===== src/logic/aops_pkg.sv =====
// Shared constants and types for the angle output port and self test block
package aops_pkg;
    localparam int ANGLE_W = 16;
    localparam int BYTE_W = 8;
    localparam int LINEAR_W = 14;
    localparam int CLK_PERIOD_NS = 25;
    localparam int CLK_KHZ = 1000000 / CLK_PERIOD_NS;
    // Freeze to held data, longest time, rounded down
    localparam int FREEZE_VALID_NS = 300;
    localparam int FREEZE_VALID_CYC = FREEZE_VALID_NS / CLK_PERIOD_NS;
    // Byte enable to valid data and to release, longest times
    localparam int ENABLE_VALID_NS = 150;
    localparam int ENABLE_VALID_CYC = ENABLE_VALID_NS / CLK_PERIOD_NS;
    localparam int ENABLE_RELEASE_NS = 100;
    localparam int ENABLE_RELEASE_CYC = ENABLE_RELEASE_NS / CLK_PERIOD_NS;
    // Count change strobe: 1/(40 x sample rate), nominal width
    localparam int BUSY_PULSE_NS = 375;
    localparam int BUSY_PULSE_CYC = BUSY_PULSE_NS / CLK_PERIOD_NS;
    localparam int BUSY_CNT_W = 5;
    localparam logic [BUSY_CNT_W-1:0] BUSY_LAST = 5'(BUSY_PULSE_CYC - 1);
    localparam logic [BUSY_CNT_W-1:0] BUSY_MID = 5'(BUSY_PULSE_CYC / 2);
    // Least gap between strobes, rounded up
    localparam int BUSY_GAP_NS = 150;
    localparam int BUSY_GAP_CYC = (BUSY_GAP_NS + CLK_PERIOD_NS - 1) / CLK_PERIOD_NS;
    localparam int GAP_CNT_W = 3;
    localparam logic [GAP_CNT_W-1:0] GAP_LOAD = 3'(BUSY_GAP_CYC);
    // Self test thresholds and filter times
    localparam logic [ANGLE_W-1:0] ERR_LIMIT_LSB = 16'h0064;
    localparam int ERR_DELAY_MS = 500;
    localparam int ERR_DELAY_CYC = ERR_DELAY_MS * CLK_KHZ;
    localparam int LOS_FILTER_MS = 50;
    localparam int LOS_FILTER_CYC = LOS_FILTER_MS * CLK_KHZ;
    localparam int DELAY_CNT_W = 25;
    // Overrange codes in the two top bits, linear mode
    localparam logic [1:0] OVR_NONE = 2'h0;
    localparam logic [1:0] OVR_POS = 2'h1;
    localparam logic [1:0] OVR_NEG = 2'h3;
    localparam logic [LINEAR_W-1:0] LINEAR_MAX = 14'h3FFF;
    localparam logic [BYTE_W-1:0] BYTE_ON = 8'hFF;
    localparam logic [BYTE_W-1:0] BYTE_OFF = 8'h00;

    typedef enum logic [1:0] {
        AOPS_OPEN = 2'b00,
        AOPS_WAIT = 2'b01,
        AOPS_HOLD = 2'b10
    } aops_freeze_type;
endpackage


===== src/logic/aops_step_if.sv =====
// Step request and strobe timing signals between the top and the strobe generator
`timescale 1ns/1ps
interface aops_step_if;
    logic req;
    logic ready;
    logic busy;
    logic pending;
    logic update;

    modport gen (input req, output ready, output busy, output pending, output update);
    modport user (output req, input ready, input busy, input pending, input update);
endinterface


===== src/logic/aops_busy_gen.sv =====
// Count change strobe generator: fixed width pulse, update at mid pulse, least gap
`timescale 1ns/1ps
module aops_busy_gen (
    input wire logic clk_in,
    input wire logic rst_in,
    aops_step_if.gen step
);
    typedef struct packed {
        logic busy;
        logic [aops_pkg::BUSY_CNT_W-1:0] cnt;
        logic [aops_pkg::GAP_CNT_W-1:0] gap;
    } aops_gen_type;

    aops_gen_type cur;
    aops_gen_type next_cur;

    always_comb begin
        next_cur = cur;
        if (cur.busy) begin
            if (cur.cnt == aops_pkg::BUSY_LAST) begin
                next_cur.busy = 1'b0;
                next_cur.gap = aops_pkg::GAP_LOAD;
            end else begin
                next_cur.cnt = cur.cnt + 5'h01;
            end
        end else if (cur.gap != 3'h0) begin
            next_cur.gap = cur.gap - 3'h1;
        end else if (step.req) begin
            next_cur.busy = 1'b1;
            next_cur.cnt = 5'h00;
        end
    end

    always_ff @(posedge clk_in or posedge rst_in) begin
        if (rst_in) begin
            cur <= '0;
        end else begin
            cur <= next_cur;
        end
    end

    assign step.busy = cur.busy;
    assign step.ready = !cur.busy && (cur.gap == 3'h0);
    assign step.update = cur.busy && (cur.cnt == aops_pkg::BUSY_MID);
    assign step.pending = cur.busy && (cur.cnt <= aops_pkg::BUSY_MID);
endmodule


===== src/logic/aops_top.sv =====
// Angle output port: freeze latch, byte enables, count strobe, encoder mode, self test
//
// How it works
// - Linear mode: top two bits show 01 above range, 11 below range.
// - While freeze input is low the output latch holds the angle word steady.
// - Freezing never stops or disturbs the tracking counter.
// - Held data is valid within 300 ns of the freeze input falling.
// - Upper enable drives bits 15..8, lower enable drives bits 7..0, both active low.
// - Bus data is driven within 150 ns of an enable falling.
// - Bus is released within 100 ns of an enable rising.
// - One count strobe is emitted for each one LSB step of the angle.
// - Output data is valid within 50 ns of each strobe midpoint.
// - Each strobe lasts 375 ns.
// - Strobes are at least 150 ns apart.
// - Freeze may come anytime; a running update finishes before the latch closes.
// - Test flag goes low when tracking error exceeds about 100 LSBs.
// - Excess error shows only after 500 ms.
// - Test flag from a large step clears itself once tracking settles.
// - Test flag also goes low on overvelocity or lost null.
// - Loss of signal, both sine and cosine below 800 mV, drives test flag low.
// - Loss of signal detection is filtered over 50 ms.
// - Encoder mode: strobe becomes index at all zeros; bit1 is A, bit1 xor bit0 is B.
// - Encoder mode keeps the low byte driven always.
// - Linear mode output is straight binary, all zeros to all ones.
`timescale 1ns/1ps
module aops_top #(
    parameter int ERR_DELAY_CYC = aops_pkg::ERR_DELAY_CYC,
    parameter int LOS_FILTER_CYC = aops_pkg::LOS_FILTER_CYC
) (
    input wire logic clk_in,
    input wire logic rst_in,
    input wire logic step_up_in,
    input wire logic step_down_in,
    output logic step_ready_out,
    input wire logic linear_transducer_mode_in,
    input wire logic encoder_mode_in,
    input wire logic angle_freeze_n_in,
    input wire logic upper_byte_enable_n_in,
    input wire logic lower_byte_enable_n_in,
    input wire logic [aops_pkg::ANGLE_W-1:0] tracking_error_in,
    input wire logic overvelocity_in,
    input wire logic null_lost_in,
    input wire logic sin_below_level_in,
    input wire logic cos_below_level_in,
    output logic [aops_pkg::ANGLE_W-1:0] data_out,
    output logic [aops_pkg::ANGLE_W-1:0] data_oe_out,
    output logic count_change_strobe_out,
    output logic test_flag_n_out,
    output logic signal_loss_detect_out
);
    localparam int AW = aops_pkg::ANGLE_W;
    localparam int BW = aops_pkg::BYTE_W;
    localparam int DW = aops_pkg::DELAY_CNT_W;
    localparam logic [DW-1:0] ERR_LAST = DW'(ERR_DELAY_CYC - 1);
    localparam logic [DW-1:0] LOS_LAST = DW'(LOS_FILTER_CYC - 1);
    localparam logic [DW-1:0] CNT_ONE = 25'h0000001;

    typedef struct packed {
        logic [1:0] freeze_sync;
        logic [1:0] upper_sync;
        logic [1:0] lower_sync;
        logic [1:0] enc_sync;
        logic [1:0] sin_sync;
        logic [1:0] cos_sync;
        aops_pkg::aops_freeze_type frz;
        logic [AW-1:0] angle;
        logic [1:0] ovr;
        logic dir;
        logic [AW-1:0] latch;
        logic [AW-1:0] data;
        logic [AW-1:0] oe;
        logic strobe;
        logic [DW-1:0] err_cnt;
        logic err_flag;
        logic [DW-1:0] los_cnt;
        logic los_flag;
        logic test_n;
    } aops_state_type;

    aops_state_type cur;
    aops_state_type next_cur;
    aops_step_if step ();

    logic step_dir;
    logic [AW-1:0] word;
    logic freeze_on;
    logic upper_on;
    logic lower_on;
    logic enc_on;
    logic at_top;
    logic at_bottom;

    aops_busy_gen aops_busy_gen_inst (
        .clk_in(clk_in),
        .rst_in(rst_in),
        .step(step)
    );

    // Step requests come from the tracking loop on this clock; one at a time
    assign step.req = step_up_in ^ step_down_in;
    assign step_dir = step_up_in;
    assign step_ready_out = step.ready;

    assign freeze_on = !cur.freeze_sync[1];
    assign upper_on = !cur.upper_sync[1];
    assign lower_on = !cur.lower_sync[1];
    assign enc_on = cur.enc_sync[1];

    always_comb begin
        at_top = 1'b0;
        at_bottom = 1'b0;
        if (linear_transducer_mode_in) begin
            at_top = cur.angle[aops_pkg::LINEAR_W-1:0] == aops_pkg::LINEAR_MAX;
            at_bottom = cur.angle[aops_pkg::LINEAR_W-1:0] == '0;
        end
    end

    // Word presented to the latch
    always_comb begin
        word = cur.angle;
        if (linear_transducer_mode_in) begin
            word = {cur.ovr, cur.angle[aops_pkg::LINEAR_W-1:0]};
        end
    end

    always_comb begin
        next_cur = cur;
        next_cur.freeze_sync = {cur.freeze_sync[0], angle_freeze_n_in};
        next_cur.upper_sync = {cur.upper_sync[0], upper_byte_enable_n_in};
        next_cur.lower_sync = {cur.lower_sync[0], lower_byte_enable_n_in};
        next_cur.enc_sync = {cur.enc_sync[0], encoder_mode_in};
        next_cur.sin_sync = {cur.sin_sync[0], sin_below_level_in};
        next_cur.cos_sync = {cur.cos_sync[0], cos_below_level_in};

        // Direction is held for the strobe so the midpoint step uses the request taken
        if (step.req && step.ready) begin
            next_cur.dir = step_dir;
        end

        // Tracking counter runs whatever the freeze state
        if (step.update) begin
            if (cur.dir) begin
                if (at_top) begin
                    next_cur.ovr = aops_pkg::OVR_POS;
                end else begin
                    next_cur.angle = cur.angle + 16'h0001;
                    next_cur.ovr = aops_pkg::OVR_NONE;
                end
            end else begin
                if (at_bottom) begin
                    next_cur.ovr = aops_pkg::OVR_NEG;
                end else begin
                    next_cur.angle = cur.angle - 16'h0001;
                    next_cur.ovr = aops_pkg::OVR_NONE;
                end
            end
        end
        if (!linear_transducer_mode_in) begin
            next_cur.ovr = aops_pkg::OVR_NONE;
        end

        // Freeze latch; an update already under way completes first
        case (cur.frz)
            aops_pkg::AOPS_OPEN: begin
                next_cur.latch = word;
                if (freeze_on && step.pending) begin
                    next_cur.frz = aops_pkg::AOPS_WAIT;
                end else if (freeze_on) begin
                    next_cur.frz = aops_pkg::AOPS_HOLD;
                end
            end
            aops_pkg::AOPS_WAIT: begin
                next_cur.latch = word;
                if (!freeze_on) begin
                    next_cur.frz = aops_pkg::AOPS_OPEN;
                end else if (!step.pending) begin
                    next_cur.frz = aops_pkg::AOPS_HOLD;
                end
            end
            aops_pkg::AOPS_HOLD: begin
                if (!freeze_on) begin
                    next_cur.frz = aops_pkg::AOPS_OPEN;
                end
            end
            default: begin
                next_cur.frz = aops_pkg::AOPS_OPEN;
            end
        endcase

        // Bus bytes and their drive enables
        next_cur.data = cur.latch;
        next_cur.oe = {upper_on ? aops_pkg::BYTE_ON : aops_pkg::BYTE_OFF,
                       lower_on ? aops_pkg::BYTE_ON : aops_pkg::BYTE_OFF};
        next_cur.strobe = step.busy;
        if (enc_on) begin
            next_cur.data[0] = cur.latch[1] ^ cur.latch[0];
            next_cur.oe[BW-1:0] = aops_pkg::BYTE_ON;
            next_cur.strobe = cur.latch == '0;
        end

        // Excess tracking error, shown only after the settle delay
        if (tracking_error_in > aops_pkg::ERR_LIMIT_LSB) begin
            if (cur.err_cnt == ERR_LAST) begin
                next_cur.err_flag = 1'b1;
            end else begin
                next_cur.err_cnt = cur.err_cnt + CNT_ONE;
            end
        end else begin
            next_cur.err_cnt = '0;
            next_cur.err_flag = 1'b0;
        end

        // Loss of signal, filtered against reference ripple
        if (cur.sin_sync[1] && cur.cos_sync[1]) begin
            if (cur.los_cnt == LOS_LAST) begin
                next_cur.los_flag = 1'b1;
            end else begin
                next_cur.los_cnt = cur.los_cnt + CNT_ONE;
            end
        end else begin
            next_cur.los_cnt = '0;
            next_cur.los_flag = 1'b0;
        end

        next_cur.test_n = !(cur.err_flag || cur.los_flag
                            || overvelocity_in || null_lost_in);
    end

    always_ff @(posedge clk_in or posedge rst_in) begin
        if (rst_in) begin
            cur <= '0;
            cur.freeze_sync <= 2'h3;
            cur.upper_sync <= 2'h3;
            cur.lower_sync <= 2'h3;
            cur.frz <= aops_pkg::AOPS_OPEN;
            cur.test_n <= 1'b1;
        end else begin
            cur <= next_cur;
        end
    end

    assign data_out = cur.data;
    assign data_oe_out = cur.oe;
    assign count_change_strobe_out = cur.strobe;
    assign test_flag_n_out = cur.test_n;
    assign signal_loss_detect_out = cur.los_flag;
endmodule


===== config.mk =====
export PLATFORM = sky130hd
export DESIGN_NAME = aops_top
export DESIGN_NICKNAME = d
export VERILOG_FILES = /design/src/logic/aops_pkg.sv /design/src/logic/aops_step_if.sv /design/src/logic/aops_busy_gen.sv /design/src/logic/aops_top.sv
export SDC_FILE = /design/constraint.sdc
export NUM_CORES = 1
export LEC_CHECK = 0
export ABC_AREA = 1
export BUFFER_PORTS_ARGS = -buffer_cell sky130_fd_sc_hd__buf_2
export CORE_ASPECT_RATIO = 0.75
export CORE_MARGIN = 5
export CORE_UTILIZATION = 40
export CTS_BUF_LIST = sky130_fd_sc_hd__clkbuf_8
export DETAILED_ROUTE_END_ITERATION = 10
export HOLD_SLACK_MARGIN = 0.1
export RECOVER_POWER = 25
export SYNTH_ARGS = -nofsm -noshare
export SYNTH_HDL_FRONTEND = slang
export SYNTH_SLANG_ARGS = --single-unit

===== constraint.sdc =====
create_clock -name clk_in -period 4.4 [get_ports clk_in]
set_input_delay 0.88 -clock clk_in [delete_from_list [all_inputs] [get_ports clk_in]]
set_output_delay 0.88 -clock clk_in [all_outputs]
set_load 0.02 [all_outputs]

Word level (Yosys, flattened, before mapping) --
Cells that the tools add are included.
Operators by class: $add $sub $neg 6, bitwise operators 2, $lt $le $gt $ge 2, eq/ne operators 20, reductions and logical operators 24, multiplexer cells 33
Operators with widths (number):
- 26-bit two-way mux | 2
- 25-bit by 1-bit adder with 25-bit output (second input constant) | 2
- 25-bit two-way mux | 2
- 16-bit two-way mux | 3
- 25-bit by 21-bit equality test with 1-bit output (second input constant) | 1
- 25-bit equality test (second input constant) | 1
- 18-bit two-way mux | 1
- 9-bit two-way mux | 2
- 16-bit by 1-bit adder with 16-bit output (second input constant) | 1
- 16-bit by 7-bit > comparator with 1-bit output (second input constant) | 1
- 16-bit logical NOT | 1
- 2-bit two-way mux | 8
- 8-bit two-way mux | 2
- 16-bit by 1-bit subtractor with 16-bit output (second input constant) | 1
- 14-bit equality test (second input constant) | 1
- 14-bit logical NOT | 1
- 2-bit != test (second input constant) | 7
- 6-bit two-way mux | 2
- 3-bit AND reduction | 3
- 2-bit by 1-bit != test with 1-bit output (second input constant) | 4
- 1-bit two-way mux | 7
- 1-bit logical AND | 6
- 3-bit two-way mux | 2
- 3-bit != test (second input constant) | 2
- other kinds (18) | 24
Storage, ports and cells: input bits 29, flip-flop bits (word level) 144, output and inout bits 36

Longest topological paths before layout --
depth in word-level cells 6, mapped depth 12

By module --
A second synthesis with hierarchy kept.
Second synthesis, totals: cell total of the unflattened synthesis 919, area total of the unflattened synthesis 7164.4 µm²
Modules (own cells, without submodules):
- aops_top | times used 1, area each 6602.6 µm², cells an instance 842
- aops_busy_gen | times used 1, area each 561.8 µm², cells an instance 77

Least setup slack after synthesis --
OpenSTA, ideal clock, no wires.
path kind flip-flop to flip-flop, from reg cur[102] in the netlist's numbering, to reg cur[120] in the netlist's numbering, stages on the path, launching flop included 12, data required time 4.284 ns, setup slack 2.468 ns, path buffers 0, arrival time 1.815 ns, library setup time 0.116 ns, cell sequence dfrtp_1 inv_1 ha_1 or2_2 nand3_1 nand2_1 nand2_1 nand2_1 nand2_1 nand2_1 nand2_1 nand2_1
Between the ends: word-level cells in the longest chain between the ends 2
RTL lines:
- start: declaration | line aops_top.sv:80 | aops_state_type cur;
- start signal: assignment | line aops_top.sv:238 | cur <= next_cur;
- 2-bit != test (no source line)
- 3-bit AND reduction (no source line)
Several ways; a longest one is shown, not always the timed one. A chain may end at the register's enable or synchronous reset.

Worst setup path after layout --
from reg aops_busy_gen_inst.cur[0] in the netlist's numbering, to out step_ready_out
Between the ends: word-level cells in the longest chain between the ends 2
RTL lines:
- start: declaration | line aops_busy_gen.sv:14 | aops_gen_type cur;
- start signal: assignment | line aops_busy_gen.sv:38 | cur <= next_cur;
- 3-bit logical NOT | line aops_busy_gen.sv:43 | assign step.ready = !cur.busy && (cur.gap == 3'h0);
- 1-bit logical AND | line aops_busy_gen.sv:43
- end: declaration | line aops_top.sv:34 | output logic step_ready_out,
No other way between the ends.

==> out/qor.txt <==
Nets = 997
global-route wire length before repair = 26050 um
Final Non-Filler Cells = 1201
Ys Warns = 0
Sink Count = 130
DR pass1 iterations = 5
Hold Fails Final Rpt = 0
Seq/Total Area, Yosys = 45.98%
Syn Nets = 952
std cell rows = 42
Clock Latency Late Sink = 0.43 ns
Area contributors post-synth = dfrtp_1, nand2_1, inv_1
final instance area = 0.007971 mm2
fin worst setup slack = 2.086 ns
setup tns final = 0 ns
hpwl dp = 11350 um
wire length per cell = 12.90 um
hold-fix buffers at CTS = 0
# fillers = 1757
area share of the leading cell type in the synthesized netlist = 43.39%
reg-to-reg slack, setup = 2.12 ns
grt ovf = 0
worst-path fanout max = 3
H-Tree Depth = 4
fin crit share = 52.59%
Global Route Usage Sum = 15.56%
Post-CTS Setup Bufs = 0
hold crit path type = reg -> reg
Mapped Cells = 901
TritonCTS clock tree = yes
syn_area_per_cell = 7.874 um2
Synth area leader = dfrtp_1
maximum root-to-sink buffer count = 2
residual DRC count = 0
fin crit period = 2.314 ns
Vias/cell = 4.736
Die X = 163.8 um
peak supply drop = 372.8 uV
Die ar. = 0.02053 mm2
Port Buffers = 64
reg-to-reg startpoint = cur[102]
root buffer cell = clkbuf_8
Core Util, Final = 45.42%
Leak = 3.955 nW
Placed Area = 0.007457 mm2
io pins = 65
CP startpoint = aops_busy_gen_inst.cur[0]
GPL Wtd Cong = 0.8426
status = finished clean
Worst setup EP type = primary output
FMAX = 0.4321 GHz
core area = 0.01755 mm2
Setup-failing EPs final = 0
Slew Viols, Final = 0
Setup Skew = 0.01415 ns
Place WS = 2.135 ns
area grow syn2layout = 12.36%
critical path launch point type = flop
Initial Utilization = 40.42%
layout cells sized above 1 = 14.49%
vias post-DR = 5688
Pwr Density = 623.4 mW/mm2
die height = 125.3 um
largest net degree at the start of global routing = 77
post-CTS resize count = 0
antenna cell count = 0
clk slew on worst S/H paths = 0.08 ns
initial antenna violation count = 0
Hold Path Origin = cur[125]
Iteration-0 DRC Markers = 385
synthesized cell area = 0.007094 mm2
Crit Path Class = reg -> out
remaining antenna violation count = 0
Total Routed Length = 15490 um
Yosys cell types = 40
Max-Cap Viols = 0
Num CTS Buffers = 17
unrepaired setup endpoints after global routing = false
number of synthesized register bits = 130
Arr. time, crit path = 1.43 ns
Slew @ Worst Pin = 0.9025 ns
WP data required = 3.52 ns
Cells after DPL = 1169
vias in the first global route = 5258
Slew HR = 39.83%
==> routing by layer <==
metal / wire, um / global-route usage [%] / vias to the layer above
li1: - / - / 2945
met1: 8512 / 24.71 / 2620
met4: 120 / 4.142 / 0
met3: 653 / 2.961 / 11
met5: 0 / 0 / -
met2: 6203 / 21.52 / 112
==> flip-flops by register name, summed over array words and instances, names as in the netlist <==
| register | cells |
|---|---|
| count_change_strobe_out | 1 |
| test_flag_n_out | 1 |
| aops_busy_gen_inst.step.busy | 1 |
| aops_busy_gen_inst.cur | 8 |
| data_oe_out | 2 |
| cur | 100 |
| data_out | 16 |
| signal_loss_detect_out | 1 |
==> stage by stage <==
| stage | total power [mW] | hold WS [ns] |
|---|---|---|
| floorplan | 3.296 | 0.3312 |
| global placement | 3.680 | 0.3327 |
| detailed placement | 3.684 | 0.3370 |
| CTS | 5.008 | 0.3594 |
| global route | 5.414 | 0.3649 |
| finish | 4.969 | 0.3548 |
==> critical path: stages, from the launching register on <==
cell and delay [ns]:
dfrtp_1 0.39, inv_1 0.08, ha_1 0.14, nand2_1 0.06, nor2_1 0.14, buf_2 0.19
==> logic make-up (layout without fill, tap and decap cells) <==
| family | count (synthesis) | after routing | share of synthesized area [%] |
|---|---|---|---|
| compound gates | 90 | 90 | 6.720 |
| xor+xnor | 22 | 22 | 2.716 |
| fa+ha+maj | 22 | 22 | 3.986 |
| buf+inv | 164 | 222 | 10.53 |
| flops | 130 | 130 | 45.98 |
| mux | 1 | 1 | 0.1587 |
| simple gates | 472 | 472 | 29.91 |
==> final timing paths <==
kind | endpoint | cells past startpoint
max in group asynchronous | cur[24] | 3
min | cur[126] | 0
min in group asynchronous | cur[47] | 2
min reg2reg | cur[126] | 0
max reg2reg | cur[120] | 11
max | step_ready_out | 5
==> cell usage in the layout (no fill, tap or decap), types with 2 or more instances in the layout <==
cell type   count
nand4_1        23
a31oi_1         3
dfrtp_1       123
inv_1         121
o31ai_1         2
o21ai_0        39
nand2_2         5
o211ai_1        2
nor2_4          3
clkinv_1        2
nand3b_1        7
nor3_2          4
nor3_1         23
nor4_1          5
clkbuf_8       19
o21ai_1         6
nor2_1         93
a21oi_1        34
ha_1           21
bufinv_16       7
or2_2           6
o21ai_2         2
buf_4           2
buf_2          63
inv_6           2
dfstp_2         7
nor2_2          5
xnor2_1         7
and2_1          3
nand3_2         5
nand2_1       231
clkinvlp_4      3
nand3_1        55
xor2_1         15
==> final cells by class <==
type	count	area (um2)	area share, %
clock buffer	19	261.5	3.280
clock inverter	13	254.0	3.186
inverter	124	471.7	5.917
multi-input combinational	607	3085	38.71
sequential	130	3262	40.92
tap	242	302.8	3.798
timing repair buffer	66	334.1	4.191
==> report_power, final <==
group          switching, mW  total, mW  internal (mW)  leakage (nW)
Combinational           1.20       1.88          0.682          2.09
Clock                  0.483       1.30          0.820         0.250
Sequential             0.282       1.78           1.50          1.62
Total                   1.97       4.97           3.00          3.96
==> Yosys cell counts, drive strengths merged <==
cell    number
nand2      237
dfrtp      123
inv        121
nor2       101
nand3       60
o21ai       47
buf         36
a21oi       34
nor3        28
nand4       23
ha          21
xor2        15
nand3b       8
dfstp        7
or2          7
xnor2        7
nor4         5
clkbuf       4
a31oi        3
and2         3
clkinv       3
o211ai       2
o31ai        2
a211oi       1
fa           1
mux2         1
o21bai       1
Power figures use the tool's default switching activity.
